<file path="src/tbp_defines.svh">
// register map, field positions, reset values and codes of the trace buffer
`ifndef TBP_DEFINES_SVH
`define TBP_DEFINES_SVH
// ========================================
// register offsets
`define TBP_OFF_PTR_LO 8'h00
`define TBP_OFF_PTR_HI 8'h04
`define TBP_OFF_BASE_LO 8'h08
`define TBP_OFF_BASE_HI 8'h0c
`define TBP_OFF_LIM_LO 8'h10
`define TBP_OFF_LIM_HI 8'h14
`define TBP_OFF_TRG 8'h18
`define TBP_OFF_STAT 8'h1c
`define TBP_OFF_MAR 8'h20
`define TBP_OFF_ID 8'h24
// ========================================
// field positions
`define TBP_LIM_EN 0
`define TBP_LIM_PHYS 5
`define TBP_ST_RESTART 8
`define TBP_ST_FAULT 9
`define TBP_ST_S 17
`define TBP_ST_EA 18
`define TBP_ST_WRAP 19
`define TBP_ST_IRQ 22
`define TBP_ST_EC_LSB 26
// ========================================
// reset values and codes
`define TBP_RST_W32 32'h0000_0000
`define TBP_RST_W8 8'h00
`define TBP_STEP 64'h0000_0000_0000_0004
`define TBP_EC_WRAP 6'h01
`define TBP_EC_ALIGN 6'h02
`define TBP_EC_ABORT 6'h03
`define TBP_EC_MMU 6'h04
`define TBP_EC_TRIG 6'h05
`define TBP_RESP_OK 2'h0
`define TBP_RESP_ABORT 2'h1
`define TBP_RESP_XLAT 2'h2
`define TBP_RESP_SERR 2'h3
`define TBP_SP_VA 2'h0
`define TBP_SP_IPA 2'h1
`define TBP_SP_PA 2'h2
`endif

</file>
<file path="src/tbp_pkg.sv">
// types shared by the trace buffer pointer logic
package tbp_pkg;
    typedef enum logic {TBP_IDLE, TBP_WRITE} tbp_state_e;
    typedef logic [63:0] tbp_addr_t;
endpackage

</file>
<file path="src/tbp_trace_buffer.sv">
// trace buffer writer with pointer checks and register slave
`timescale 1ns/1ps
`include "tbp_defines.svh"
module tbp_trace_buffer #(
    parameter int ALIGN_LOG2 = 2
) (
    // clock and reset
    input wire logic hclk,
    input wire logic hresetn,
    // ahb-lite slave
    input wire logic hsel,
    input wire logic [31:0] haddr,
    input wire logic [1:0] htrans,
    input wire logic hwrite,
    input wire logic [2:0] hsize,
    input wire logic hready,
    input wire logic [31:0] hwdata,
    output logic [31:0] hrdata,
    output logic hreadyout,
    output logic hresp,
    // trace source
    input wire logic trace_valid,
    input wire logic [31:0] trace_data,
    output logic trace_ready,
    input wire logic trace_trigger,
    // owning context
    input wire logic [15:0] owner_partid,
    input wire logic [7:0] owner_pmg,
    input wire logic owner_ns,
    input wire logic owner_stage2,
    // memory write port
    output logic mem_req,
    output tbp_pkg::tbp_addr_t mem_addr,
    output logic [31:0] mem_data,
    output logic [1:0] mem_space,
    output logic [7:0] mem_attr,
    output logic [15:0] mem_partid,
    output logic [7:0] mem_pmg,
    output logic mem_ns,
    output logic mem_tag_unchecked,
    input wire logic mem_ack,
    input wire logic [1:0] mem_resp,
    // events
    output logic wrap_event_output,
    output logic buffer_interrupt_output
);
    import tbp_pkg::*;

    // ========================================
    // registers and checks
    tbp_addr_t ptr_q, base_q, lim_q, amask;
    logic [31:0] trg_q;
    logic [7:0] mar_q, wr_addr_q;
    logic [3:0] fm_q;
    logic en_q, phys_q, s_q, ea_q, wrap_q, irq_q;
    logic [5:0] ec_q;
    logic [15:0] mss_q;
    logic init_ok_q, fault_hit_q, trig_det_q, wr_pend_q;
    logic [31:0] hrdata_q, rd_mux;
    tbp_state_e state_q;
    tbp_addr_t addr_q, nxt_ptr;
    logic running, oor, mis, trg_mis, ahb_take, sw_ok;
    logic start, align_evt, done, ok_done, wrap_hit, trig_hit, evt;
    logic [5:0] evt_ec;
    logic restart_val, fault_val;
    tbp_addr_t ld_ptr;
    logic ld_ok;

    assign amask = ~(~64'h0 << ALIGN_LOG2);
    assign oor = (ptr_q < base_q) || (ptr_q >= lim_q) ||
                 (ptr_q[63:56] != base_q[63:56]) ||
                 (ptr_q[63:56] != lim_q[63:56]);
    assign mis = |(ptr_q & amask);
    assign trg_mis = |(trg_q & amask[31:0]);
    assign running = en_q & ~s_q;
    // both flags need the engine idle, i.e. all writes complete
    assign restart_val = init_ok_q & ~en_q & (state_q == TBP_IDLE) &
                         ~fault_hit_q & ~ea_q;
    assign fault_val = init_ok_q & ~en_q & (state_q == TBP_IDLE) &
                       (fault_hit_q | ea_q);
    // judge the pointer as it will stand once the high word lands
    assign ld_ptr = {hwdata, ptr_q[31:0]};
    assign ld_ok = ~|(ld_ptr & amask) && (ld_ptr >= base_q) &&
                   (ld_ptr < lim_q) && (ld_ptr[63:56] == base_q[63:56]) &&
                   (ld_ptr[63:56] == lim_q[63:56]);

    // ========================================
    // ahb-lite slave, zero wait states
    assign ahb_take = hsel & htrans[1] & hready;
    assign hreadyout = 1'b1;
    assign hresp = 1'b0;
    assign hrdata = hrdata_q;
    // while enabled only the enable-bearing limit word is honoured
    assign sw_ok = wr_pend_q & (~en_q | (wr_addr_q == `TBP_OFF_LIM_LO));

    always_comb begin
        case (haddr[7:0])
            `TBP_OFF_PTR_LO: rd_mux = ptr_q[31:0];
            `TBP_OFF_PTR_HI: rd_mux = ptr_q[63:32];
            `TBP_OFF_BASE_LO: rd_mux = base_q[31:0];
            `TBP_OFF_BASE_HI: rd_mux = base_q[63:32];
            `TBP_OFF_LIM_LO: rd_mux = {lim_q[31:12], 6'h0, phys_q,
                                       fm_q, en_q};
            `TBP_OFF_LIM_HI: rd_mux = lim_q[63:32];
            `TBP_OFF_TRG: rd_mux = trg_q;
            `TBP_OFF_STAT: rd_mux = {ec_q, 3'h0, irq_q, 2'h0, wrap_q, ea_q,
                                     s_q, 7'h0, fault_val, restart_val,
                                     mss_q[7:0]};
            `TBP_OFF_MAR: rd_mux = {24'h0, mar_q};
            `TBP_OFF_ID: rd_mux = ALIGN_LOG2[31:0];
            default: rd_mux = `TBP_RST_W32;
        endcase
    end

    always_ff @(posedge hclk or negedge hresetn) begin
        if (!hresetn) begin
            wr_pend_q <= 1'b0;
            wr_addr_q <= `TBP_RST_W8;
            hrdata_q <= `TBP_RST_W32;
        end else begin
            wr_pend_q <= ahb_take & hwrite;
            if (ahb_take)
                wr_addr_q <= haddr[7:0];
            if (ahb_take && !hwrite)
                hrdata_q <= rd_mux;
        end
    end

    // ========================================
    // control registers
    always_ff @(posedge hclk or negedge hresetn) begin
        if (!hresetn) begin
            base_q <= 64'h0;
            lim_q <= 64'h0;
            en_q <= 1'b0;
            phys_q <= 1'b0;
            fm_q <= 4'h0;
            mar_q <= `TBP_RST_W8;
        end else if (sw_ok) begin
            case (wr_addr_q)
                `TBP_OFF_BASE_LO: base_q[31:0] <= {hwdata[31:12], 12'h0};
                `TBP_OFF_BASE_HI: base_q[63:32] <= hwdata;
                `TBP_OFF_LIM_LO: begin
                    en_q <= hwdata[`TBP_LIM_EN];
                    if (!en_q) begin
                        lim_q[31:0] <= {hwdata[31:12], 12'h0};
                        phys_q <= hwdata[`TBP_LIM_PHYS];
                        fm_q <= hwdata[4:1];
                    end
                end
                `TBP_OFF_LIM_HI: lim_q[63:32] <= hwdata;
                `TBP_OFF_MAR: mar_q <= hwdata[7:0];
                default: ;
            endcase
        end
    end

    // ========================================
    // write engine, one word in flight
    assign trace_ready = ~running | (state_q == TBP_IDLE);
    assign start = running & trace_valid & (state_q == TBP_IDLE) & ~mis;
    assign align_evt = running & trace_valid & (state_q == TBP_IDLE) &
                       mis & ~restart_val;
    assign done = (state_q == TBP_WRITE) & mem_ack;
    assign ok_done = done & (mem_resp == `TBP_RESP_OK);
    assign nxt_ptr = addr_q + `TBP_STEP;
    assign wrap_hit = ok_done & (nxt_ptr >= lim_q);
    assign trig_hit = ok_done & trig_det_q & (trg_q <= 32'h4);
    assign evt = align_evt | (done & ~ok_done) | wrap_hit | trig_hit;

    always_comb begin
        if (align_evt)
            evt_ec = `TBP_EC_ALIGN;
        else if (done && mem_resp == `TBP_RESP_XLAT)
            evt_ec = `TBP_EC_MMU;
        else if (done && !ok_done)
            evt_ec = `TBP_EC_ABORT;
        else if (wrap_hit)
            evt_ec = `TBP_EC_WRAP;
        else
            evt_ec = `TBP_EC_TRIG;
    end

    always_ff @(posedge hclk or negedge hresetn) begin
        if (!hresetn) begin
            state_q <= TBP_IDLE;
            addr_q <= 64'h0;
            mem_data <= `TBP_RST_W32;
            mem_space <= `TBP_SP_VA;
            mem_attr <= `TBP_RST_W8;
            mem_partid <= 16'h0;
            mem_pmg <= 8'h0;
            mem_ns <= 1'b0;
        end else begin
            case (state_q)
                TBP_IDLE: begin
                    if (start) begin
                        state_q <= TBP_WRITE;
                        addr_q <= oor ? base_q : ptr_q;
                        mem_data <= trace_data;
                        mem_space <= !phys_q ? `TBP_SP_VA :
                                     owner_stage2 ? `TBP_SP_IPA :
                                     `TBP_SP_PA;
                        mem_attr <= mar_q;
                        mem_partid <= owner_partid;
                        mem_pmg <= owner_pmg;
                        mem_ns <= owner_ns;
                    end
                end
                TBP_WRITE: begin
                    if (mem_ack)
                        state_q <= TBP_IDLE;
                end
                default: state_q <= TBP_IDLE;
            endcase
        end
    end

    assign mem_req = (state_q == TBP_WRITE);
    assign mem_addr = addr_q;
    assign mem_tag_unchecked = 1'b1;

    // ========================================
    // write pointer and restart tracking
    always_ff @(posedge hclk or negedge hresetn) begin
        if (!hresetn) begin
            ptr_q <= 64'h0;
        end else if (sw_ok && wr_addr_q == `TBP_OFF_PTR_LO) begin
            ptr_q[31:0] <= hwdata;
        end else if (sw_ok && wr_addr_q == `TBP_OFF_PTR_HI) begin
            ptr_q[63:32] <= hwdata;
        end else if (start && oor) begin
            ptr_q <= base_q;
        end else if (done && !ok_done) begin
            ptr_q <= addr_q;
        end else if (ok_done) begin
            ptr_q <= wrap_hit ? base_q : nxt_ptr;
        end else if (align_evt && oor) begin
            ptr_q <= base_q;
        end
    end

    // an aligned pointer written while base/limit make it valid arms tracking
    always_ff @(posedge hclk or negedge hresetn) begin
        if (!hresetn) begin
            init_ok_q <= 1'b0;
            fault_hit_q <= 1'b0;
        end else begin
            if (sw_ok && wr_addr_q == `TBP_OFF_PTR_HI)
                init_ok_q <= ld_ok;
            if (align_evt || (done && mem_resp == `TBP_RESP_SERR))
                fault_hit_q <= 1'b1;
            else if (sw_ok && wr_addr_q == `TBP_OFF_PTR_LO)
                fault_hit_q <= 1'b0;
        end
    end

    // ========================================
    // trigger countdown
    always_ff @(posedge hclk or negedge hresetn) begin
        if (!hresetn) begin
            trg_q <= `TBP_RST_W32;
            trig_det_q <= 1'b0;
        end else begin
            if (sw_ok && wr_addr_q == `TBP_OFF_TRG) begin
                trg_q <= hwdata;
                trig_det_q <= 1'b0;
            end else begin
                if (running && trace_trigger)
                    trig_det_q <= 1'b1;
                // a misaligned count only steps down to the next lower boundary
                if (ok_done && trig_det_q && !trg_mis)
                    trg_q <= trig_hit ? 32'h0 : trg_q - 32'h4;
                else if (ok_done && trig_det_q)
                    trg_q <= trg_q & ~amask[31:0];
            end
        end
    end

    // ========================================
    // status, hardware set wins over software write
    always_ff @(posedge hclk or negedge hresetn) begin
        if (!hresetn) begin
            s_q <= 1'b0;
            ea_q <= 1'b0;
            wrap_q <= 1'b0;
            irq_q <= 1'b0;
            ec_q <= 6'h0;
            mss_q <= 16'h0;
        end else begin
            if (sw_ok && wr_addr_q == `TBP_OFF_STAT) begin
                s_q <= hwdata[`TBP_ST_S];
                ea_q <= hwdata[`TBP_ST_EA];
                wrap_q <= hwdata[`TBP_ST_WRAP];
                irq_q <= hwdata[`TBP_ST_IRQ];
                ec_q <= hwdata[`TBP_ST_EC_LSB +: 6];
                mss_q <= {8'h0, hwdata[7:0]};
            end
            if (evt) begin
                s_q <= 1'b1;
                irq_q <= 1'b1;
                ec_q <= evt_ec;
                mss_q <= {14'h0, mem_resp};
            end
            if (done && (mem_resp == `TBP_RESP_ABORT ||
                         mem_resp == `TBP_RESP_SERR))
                ea_q <= 1'b1;
            if (wrap_hit || (start && oor))
                wrap_q <= 1'b1;
        end
    end

    // ========================================
    // event outputs
    always_ff @(posedge hclk or negedge hresetn) begin
        if (!hresetn)
            wrap_event_output <= 1'b0;
        else
            wrap_event_output <= wrap_hit | (start & oor);
    end

    assign buffer_interrupt_output = irq_q;
endmodule

</file>
<file path="config.mk">
export PLATFORM = sky130hd
export DESIGN_NAME = tbp_trace_buffer
export DESIGN_NICKNAME = d
export VERILOG_FILES = /design/src/tbp_pkg.sv /design/src/tbp_trace_buffer.sv
export VERILOG_INCLUDE_DIRS = /design/src
export SDC_FILE = /design/constraint.sdc
export NUM_CORES = 1
export LEC_CHECK = 0
export BUFFER_PORTS_ARGS = -buffer_cell sky130_fd_sc_hd__buf_2
export CORE_UTILIZATION = 45
export DETAILED_ROUTE_END_ITERATION = 12
export PLACE_DENSITY = 0.75
export RECOVER_POWER = 50
export SLEW_MARGIN = 20
export SYNTH_ARGS = -nofsm -noshare
export SYNTH_HDL_FRONTEND = slang
export SYNTH_SLANG_ARGS = --single-unit
</file>
<file path="constraint.sdc">
create_clock -name hclk -period 5.45 [get_ports hclk]
set_clock_uncertainty 0.15 [all_clocks]
set_input_delay 0 -clock hclk [delete_from_list [all_inputs] [get_ports hclk]]
set_output_delay 0 -clock hclk [all_outputs]
set_load 0.01 [all_outputs]
</file>
==> key figures, run 1 <==
Drt
  – Routed WL per cell: between 20 and 30 um
  – Vias per inst: around 6.4
  – DRT antenna net count: 0
  – First drt pass iteration count: 7
  – Post-detailed-route DRC marker count: 0
  – Total via count in the routed design: about 27000
  – Initial detailed-routing violation count: between 3000 and 4000
  – Overall routed net length: 110 mm

GRT
  – Wire length of the first global-routing pass: ~160 mm
  – Sum of overflow across all layers after global routing: 0
  – Pin count of the biggest net entering global routing: ~140
  – Initial antenna violation count: 0
  – Via count of the first global-routing pass: roughly 26000
  – Global-route total usage across every layer: 0.369

STA
  – Post-route worst setup slack: between 0.15 and 0.2 ns
  – Achievable clock frequency: ~0.19 GHz
  – Final count of pins violating max slew: around 350
  – Final count of negative-setup-slack endpoints: 0
  – Relative slew slack: -1.24
  – Final worst hold slack: 0.00428 ns
  – Pin slew with the least headroom to its limit: about 3.4 ns
  – Period utilization: 0.970
  – Hold violation total from the final report: 0
  – Tmin final: 5.28 ns

Clocking
  – CTS Buf Count: 46
  – Clock tree from TritonCTS: done
  – Post-CTS clock slew at the launch and capture registers of the worst setup and hold paths: roughly 0.060 ns
  – CTS H-Tree Depth: 2
  – Latest clock arrival within the worst-skew pair: about 0.64 ns
  – CTS root buffer: sky130_fd_sc_hd__clkbuf_16
  – CTS Buffer Depth: 3
  – Count of clock tree sinks: ~400

Logic synthesis
  – Post-synth ARST share: 1.00
  – Cell area after technology mapping: around 26000 um2
  – Main combinational cell family by area after synthesis: compound AO/OA/AOI/OAI gates
  – Fraction of the mapped netlist area in adder cells: 0.108
  – Post-synthesis share of cell area spent on xor and xnor gates: 0.0176
  – Synthesized area per cell: just under 9 um2
  – Compound-Gate Fraction of Synth Area: 0.218
  – Portion of the post-synthesis area used by sequential elements: 0.395
  – Synth Area in Simple Gates: 0.184
  – Cells after Synth: 2980
  – Mux contribution to synthesized area: 0.0288
  – Number of synthesis warnings: 0
  – Ys flop type: sky130_fd_sc_hd__dfrtp_1
  – Netlist cell types: 89
  – Register bit count reported by yosys: about 410
  – Number of enable-type register cells in the synthesized netlist: 0

Setup path
  – Worst Path Class, Setup: register to register
  – Critical Path Fanout Max: 8
  – Worst-case register-to-register setup slack: between 0.15 and 0.2 ns
  – Reg-to-reg endpoint: ptr_q[48]
  – Crit path capture type: register
  – Crit path launch type: register
  – Slowest-stage cell, CP: sky130_fd_sc_hd__dfrtp_1
  – Most used cell, CP: sky130_fd_sc_hd__buf_4
  – Cell breakdown of the critical path: clkbuf_1 -> and3_1 -> nand2_1 -> nor3_1 -> buf_4 -> nor3b_1 -> nand3_1 -> xnor2_1 -> ha_1 -> and4_1 -> nor4bb_1 -> buf_4 -> nand2_1 -> a2111oi_2 -> buf_4 -> o2111a_2 -> nor2_2 -> buf_4 -> a22o_1 -> a311oi_1 -> o31ai_1
  – Worst R2R Path Depth: 21
  – Worst endpoint data arrival time: roughly 5.6 ns
  – WP data required: around 5.8 ns
  – Reg-to-reg startpoint: mem_addr[6]
  – Peak per-stage delay on the critical path: approximately 0.34 ns

Power
  – Total power density per cell area: ~250 nW/um2
  – Maximum vdd ir drop: approximately 270 uV
  – P_leak: between 15 and 20 nW

Run
  – Max-cap violations: 3

Layout
  – Final instance area: 31800 um2
  – Utilization of the core after routing: 0.563
  – Number of fillers in the final layout: 4997
  – Nets: approximately 3800
  – Commonest cells after routing, fill and taps aside: 534 x sky130_fd_sc_hd__nand2_1, 407 x sky130_fd_sc_hd__dfrtp_1, 253 x sky130_fd_sc_hd__o21ai_0
  – Post-synthesis to final-layout area growth: 23.0%
  – Most common cell after layout, fill and taps aside: sky130_fd_sc_hd__nand2_1
  – Layout cell share with drive strength beyond 1: 0.125

Placement
  – Final weighted congestion in routability-driven placement: approximately 1.0
  – Number of buffers inserted by port buffering: 275
  – Post-Place Cell Area: ~29000 um2
  – Hpwl dp: between 70 and 80 mm
  – Setup Slack @ Placement: about 0.25 ns

Floorplan
  – Core outline area: ~57000 um2
  – Effective utilization at floorplan: 0.457
  – Die area: about 60000 um2
  – Number of cell rows: 87
  – I/O pin count: about 300
  – Die H: between 200 and 250 um
  – Die width: 242 um

Hold path
  – Instance count along the most critical hold path: 4
  – Hold Crit Start: trace_data[27]
  – End point of the most critical hold path: mem_data[27]
  – HP Class: input pin to register

Status
  – Outcome: finished, violations left
  – Violated checks: max-capacitance violations, max-slew violations
worst max-delay path by stage:
stage	start	endpoint	slack, ns	depth (start not counted)
floorplan	mem_addr[2]	ptr_q[16]	0.46	20
global placement	mem_addr[32]	ptr_q[18]	0.33	18
detailed placement	mem_addr[32]	ptr_q[18]	0.25	18
CTS	mem_addr[3]	ptr_q[48]	0.19	20
global route	mem_addr[3]	ptr_q[18]	-0.004	21
finish	mem_addr[6]	ptr_q[48]	0.17	21
what timing repair did:
action,in CTS,in global routing
hold buffers,177,0
gates resized for setup,0,12
hold endpoints to repair,417,0
setup buffers,0,3
setup endpoints to repair,0,49
report_power, final:
part	total [mW]	internal (mW)	switching (mW)	leakage, nW
clock	3.34	1.92	1.42	0.782
sequential	3.47	3.20	0.263	5.08
combinational	1.05	0.451	0.602	9.34
registers in the layout (all words and copies together) (netlist names), 2 cells and up:
signal and count:
ec_q 6, ptr_q 64, mem_pmg 8, base_q 52, mem_partid 16, mem_addr 64
hrdata 32, trg_q 32, fm_q 4, lim_q 52, mem_space 2, mar_q 8
wr_addr_q 8, mem_attr 8, mem_data 32, mss_q 8
metrics by stage:
| stage | instances | TNS, ns | power, mW |
|---|---|---|---|
| after floorplan | 2981 | 0 | 3.95 |
| after global placement | 3955 | 0 | 4.38 |
| after detailed placement | 3955 | 0 | 4.41 |
| after CTS | 4215 | 0 | 7.81 |
| after global routing | 4218 | -0.00373 | 8.10 |
| final | 4219 | 0 | 7.86 |
per-layer routing:
metal | share of wire | global-route usage | vias to the layer above
li1 | - | - | 11708
met1 | 0.37 | 0.467 | 12840
met2 | 0.43 | 0.560 | 1872
met3 | 0.11 | 0.0814 | 474
met4 | 0.080 | 0.259 | 0
met5 | 0 | 0 | -
area by class of cell:
type	instances	area, um2	share of cell area
multi-input cells	2256	14600	0.457
flip-flops and latches	409	10200	0.321
repair buffers	577	3990	0.125
clock buffers	67	1350	0.0424
well taps	756	946	0.0297
inverters	137	514	0.0161
clock inverters	16	260	0.00817
diodes	1	2.50	0.0000786
Yosys cell counts, types with 18 or more instances:
| library cell | instances | area share |
|---|---|---|
| sky130_fd_sc_hd__a21oi_1 | 193 | 0.037 |
| sky130_fd_sc_hd__a22oi_1 | 121 | 0.035 |
| sky130_fd_sc_hd__nor4_1 | 25 | 0.0060 |
| sky130_fd_sc_hd__nand2_1 | 535 | 0.078 |
| sky130_fd_sc_hd__nand3_1 | 92 | 0.018 |
| sky130_fd_sc_hd__ha_1 | 224 | 0.11 |
| sky130_fd_sc_hd__nor3_1 | 36 | 0.0070 |
| sky130_fd_sc_hd__inv_1 | 137 | 0.020 |
| sky130_fd_sc_hd__xnor2_1 | 37 | 0.013 |
| sky130_fd_sc_hd__mux2_2 | 60 | 0.026 |
| sky130_fd_sc_hd__a22o_1 | 43 | 0.015 |
| sky130_fd_sc_hd__nand4_1 | 81 | 0.020 |
| sky130_fd_sc_hd__dfrtp_1 | 409 | 0.40 |
| sky130_fd_sc_hd__buf_2 | 24 | 0.0046 |
| sky130_fd_sc_hd__a21o_1 | 47 | 0.014 |
| sky130_fd_sc_hd__clkbuf_1 | 142 | 0.021 |
| sky130_fd_sc_hd__o21ai_0 | 253 | 0.049 |
| sky130_fd_sc_hd__and3_1 | 20 | 0.0048 |
| sky130_fd_sc_hd__nor2_1 | 163 | 0.024 |
| sky130_fd_sc_hd__o21ai_1 | 18 | 0.0035 |
critical path: cells and delay by family, from the launching register on:
| kind | cells | cell delay [ns] |
|---|---|---|
| AND/OR/NAND/NOR | 9 | 1.86 |
| AO/OA/AOI/OAI | 5 | 1.26 |
| buffers and inverters | 5 | 1.08 |
| flip-flops | 1 | 0.34 |
| adder cells (fa/ha/maj) | 1 | 0.28 |
| XOR/XNOR | 1 | 0.17 |
kinds of logic (layout without fill, tap and decap cells):
logic type | after synthesis | count (layout)
adder cells (fa/ha/maj) | 224 | 224
XOR/XNOR | 52 | 52
AND/OR/NAND/NOR | 1042 | 1042
AO/OA/AOI/OAI | 868 | 868
other | 2 | 4
flip-flops | 409 | 409
buffers and inverters | 316 | 797
multiplexers | 67 | 67
Power figures use the tool's default switching activity.
==> run 2, diff against run 1 <==
--- a/config.mk
+++ b/config.mk
@@ -6,7 +6,10 @@
 export SDC_FILE = /design/constraint.sdc
 export NUM_CORES = 1
 export LEC_CHECK = 0
+export ABC_AREA = 1
 export BUFFER_PORTS_ARGS = -buffer_cell sky130_fd_sc_hd__buf_2
+export CORE_ASPECT_RATIO = 0.7
+export CORE_MARGIN = 2
 export CORE_UTILIZATION = 45
 export DETAILED_ROUTE_END_ITERATION = 12
 export PLACE_DENSITY = 0.75
==> key figures, run 2 <==
Layout
  – Number of non-filler instances in the completed layout: 5107 (+21%)
  – Commonest cells after routing, fill and taps aside: 1359 x sky130_fd_sc_hd__nand2_1, 407 x sky130_fd_sc_hd__inv_1, 407 x sky130_fd_sc_hd__dfrtp_1
  – Nets: 4624 (+22%)
  – Number of fillers in the final layout: 5796 (+16%)
  – Layout cell share with drive strength beyond 1: 0.0731 (-0.0517)
  – Utilization of the core after routing: 0.547 (-0.0158)
  – Post-synthesis to final-layout area growth: 19.5%
  – Most common cell after layout, fill and taps aside: sky130_fd_sc_hd__nand2_1

Clocking
  – Latest clock arrival within the worst-skew pair: 0.61 ns (-0.03 ns)
  – CTS Buf Count: 45 (-2.2%)
  – Clock tree from TritonCTS: done
  – CTS Buffer Depth: 3 (unchanged)
  – Post-CTS clock slew at the launch and capture registers of the worst setup and hold paths: 0.07 ns (about the same)
  – CTS root buffer: sky130_fd_sc_hd__clkbuf_16
  – Count of clock tree sinks: 409 (unchanged)
  – CTS H-Tree Depth: 2 (unchanged)

Logic synthesis
  – Cell type with the highest aggregate area in the netlist: sky130_fd_sc_hd__dfrtp_1
  – Top cell type's share of synthesized area: 0.371 (-0.0248)
  – Leading post-synthesis cells by instance count: 1363 x sky130_fd_sc_hd__nand2_1, 409 x sky130_fd_sc_hd__dfrtp_1, 408 x sky130_fd_sc_hd__inv_1, 296 x sky130_fd_sc_hd__nand3_1, 226 x sky130_fd_sc_hd__nor2_1
  – Portion of the post-synthesis area used by sequential elements: 0.371 (-0.0248)
  – Number of enable-type register cells in the synthesized netlist: 0 (unchanged)
  – Most common cell in the synthesized netlist: sky130_fd_sc_hd__nand2_1
  – Post-synth ARST share: 1.00 (unchanged)
  – Ys flop type: sky130_fd_sc_hd__dfrtp_1
  – Netlist cell types: 57 (-36%)
  – Number of synthesis warnings: 0 (unchanged)
  – Main area contributors after synthesis: sky130_fd_sc_hd__dfrtp_1 37%, sky130_fd_sc_hd__nand2_1 19%, sky130_fd_sc_hd__ha_1 10%
  – Register bit count reported by yosys: 409 (unchanged)
  – Cell area after technology mapping: 27600 um2 (+6.7%)
  – Synthesized area per cell: 7.16 um2 (-18%)
  – Cells after Synth: 3858 (+29%)

Drt
  – Total via count in the routed design: 30307 (+13%)
  – Vias per inst: 5.93 (-6.9%)
  – Initial detailed-routing violation count: 4782 (+32%)
  – DRT antenna net count: 0 (unchanged)
  – Overall routed net length: 122 mm (+11%)
  – First drt pass iteration count: 7 (unchanged)
  – Routed WL per cell: 23.8 um (-8.3%)
  – Post-detailed-route DRC marker count: 0 (unchanged)

STA
  – Final count of negative-setup-slack endpoints: 0 (unchanged)
  – Tmin final: 5.33 ns (+0.0485 ns)
  – Pin slew with the least headroom to its limit: 3.20 ns (-0.163 ns)
  – Relative slew slack: -1.13 (+0.109)
  – Fin Setup TNS: 0 ns (unchanged)
  – Hold violation total from the final report: 0 (unchanged)
  – Setup repair after global routing missed its margin: false
  – Final count of pins violating max slew: 414 (+18%)
  – Achievable clock frequency: 0.188 GHz (-0.91%)
  – Period utilization: 0.978 (+0.00890)

Hold path
  – Instance count along the most critical hold path: 4 (unchanged)
  – HP Class: input pin to register

Setup path
  – Worst endpoint data arrival time: 5.73 ns (+0.09 ns)
  – Worst R2R Path Depth: 23 (+9.5%)
  – Slowest-stage cell, CP: sky130_fd_sc_hd__dfrtp_1
  – Worst-case register-to-register setup slack: 0.12 ns (-0.05 ns)
  – Crit path capture type: register
  – Critical path destination: mss_q[0]
  – Cell breakdown of the critical path: nand2_1 -> nor2_1 -> nand2_1 -> nor2_1 -> nand3_1 -> nor2_1 -> xor2_1 -> inv_1 -> ha_1 -> nand2_1 -> inv_1 -> nor2_1 -> o21ai_0 -> a21oi_1 -> nand2_1 -> nor2_1 -> clkinv_1 -> o21ai_4 -> nand3_4 -> inv_2 -> nand3_1 -> o211ai_1 -> dlygate4sd3_1
  – Crit path launch type: register
  – Worst Path Class, Setup: register to register
  – Startpoint of the worst setup timing path: mem_addr[30]
  – Peak per-stage delay on the critical path: 0.62 ns (+0.28 ns)
  – WP data required: 5.85 ns (+0.05 ns)
  – Reg-to-reg endpoint: mss_q[0]
  – Most used cell, CP: sky130_fd_sc_hd__nor2_1
  – Critical Path Fanout Max: 10 (+2)
  – Reg-to-reg startpoint: mem_addr[30]

Placement
  – Final weighted congestion in routability-driven placement: 1.09 (+3.8%)
  – Cells after DPL: 4833 (+22%)
  – Hpwl dp: 88.6 mm (+16%)
  – Number of buffers inserted by port buffering: 275 (unchanged)

Floorplan
  – Die width: 300 um (+24%)
  – I/O pin count: 307 (unchanged)
  – Effective utilization at floorplan: 0.458 (about the same)
  – Die H: 211 um (-13%)
  – Core outline area: 60300 um2 (+6.6%)
  – Die area: 63400 um2 (+8.4%)
  – Number of cell rows: 75 (-14%)

Power
  – P_leak: 17.6 nW (+15%)
  – Maximum vdd ir drop: 267 uV (-1.0%)
  – Total power density per cell area: 418 nW/um2 (+69%)

GRT
  – Initial antenna violation count: 1 (+1)
  – Global-route total usage across every layer: 0.375 (+0.00619)
  – Wire length of the first global-routing pass: 177 mm (+7.4%)
  – Pin count of the biggest net entering global routing: 159 (+16%)
  – Via count of the first global-routing pass: 27729 (+5.4%)
  – Sum of overflow across all layers after global routing: 0 (unchanged)

Status
  – Outcome: finished, violations left
  – Violated checks: max-capacitance violations, max-slew violations

Run
  – Max-cap violations: 5 (+2)
## run 2: cells by family (layout without fill, tap and decap cells)
kind of cell	count (synthesis)	in the layout	share of synthesized area
AND/OR/NAND/NOR	2029	2029	0.302
other	2	4	0.000272
buffers and inverters	580	1019	0.0822
AO/OA/AOI/OAI	553	553	0.123
adder cells (fa/ha/maj)	224	224	0.101
XOR/XNOR	57	57	0.0181
multiplexers	4	4	0.00163
flip-flops	409	409	0.371
## run 2: timing repair
action	4_1_cts	5_1_grt
setup buffers	0	1
setup endpoints to repair	0	1
resized for setup	0	12
hold buffers	190	0
hold endpoints to repair	413	0
## run 2: how the worst min path moves through the flow
stage	slack (ns)	startpoint	endpoint
after global routing	0.03	trace_data[29]	mem_data[29]
after global placement	-0.1	hresetn	ptr_q[57]
final	0.006	trace_data[29]	mem_data[29]
after detailed placement	-0.10	hresetn	ptr_q[57]
after CTS	0.001	trace_data[29]	mem_data[29]
after floorplan	-0.45	hresetn	base_q[12]
## run 2: layout make-up
cell class,count,area [um2],share of cell area
Clock inverter,23,280,0.00849
Antenna cell,1,2.50,0.0000758
Tap cell,808,1010,0.0306
Clock buffer,59,1270,0.0384
Multi-Input combinational cell,2870,15200,0.461
Inverter,426,1600,0.0485
Sequential cell,409,10200,0.310
Timing Repair Buffer,511,3400,0.103
## run 2: where the power goes
part           internal [mW]  total, mW  switching (mW)
Combinational           1.73       5.49            3.76
Sequential              3.88       5.02            1.14
Clock                   1.85       3.28            1.43
Total                   7.46       13.8            6.33
## run 2: through the flow
step	power, mW	setup WS [ns]	instance area (um2)	hold WS [ns]
after floorplan	7.92	1.84	27600	-0.446
after global placement	10.0	0.602	29700	-0.0973
after detailed placement	10.1	0.571	29700	-0.103
after CTS	13.5	0.203	33200	0.00114
after global routing	14.5	0.0186	33000	0.0290
final	13.8	0.117	33000	0.00599
## run 2: metal layers
metal | global-route usage | part of all wire
met5 | 0 | 0
met4 | 0.115 | 0.034
met3 | 0.179 | 0.18
met2 | 0.496 | 0.38
met1 | 0.532 | 0.40
## run 2: critical path, delay by kind of cell, from the launching register on
family / cells / cell delay, ns
flops: 1 / 0.62
compound gates: 4 / 0.88
simple gates: 12 / 1.95
fa+ha+maj: 1 / 0.29
xor+xnor: 1 / 0.23
buf+inv: 5 / 1.12
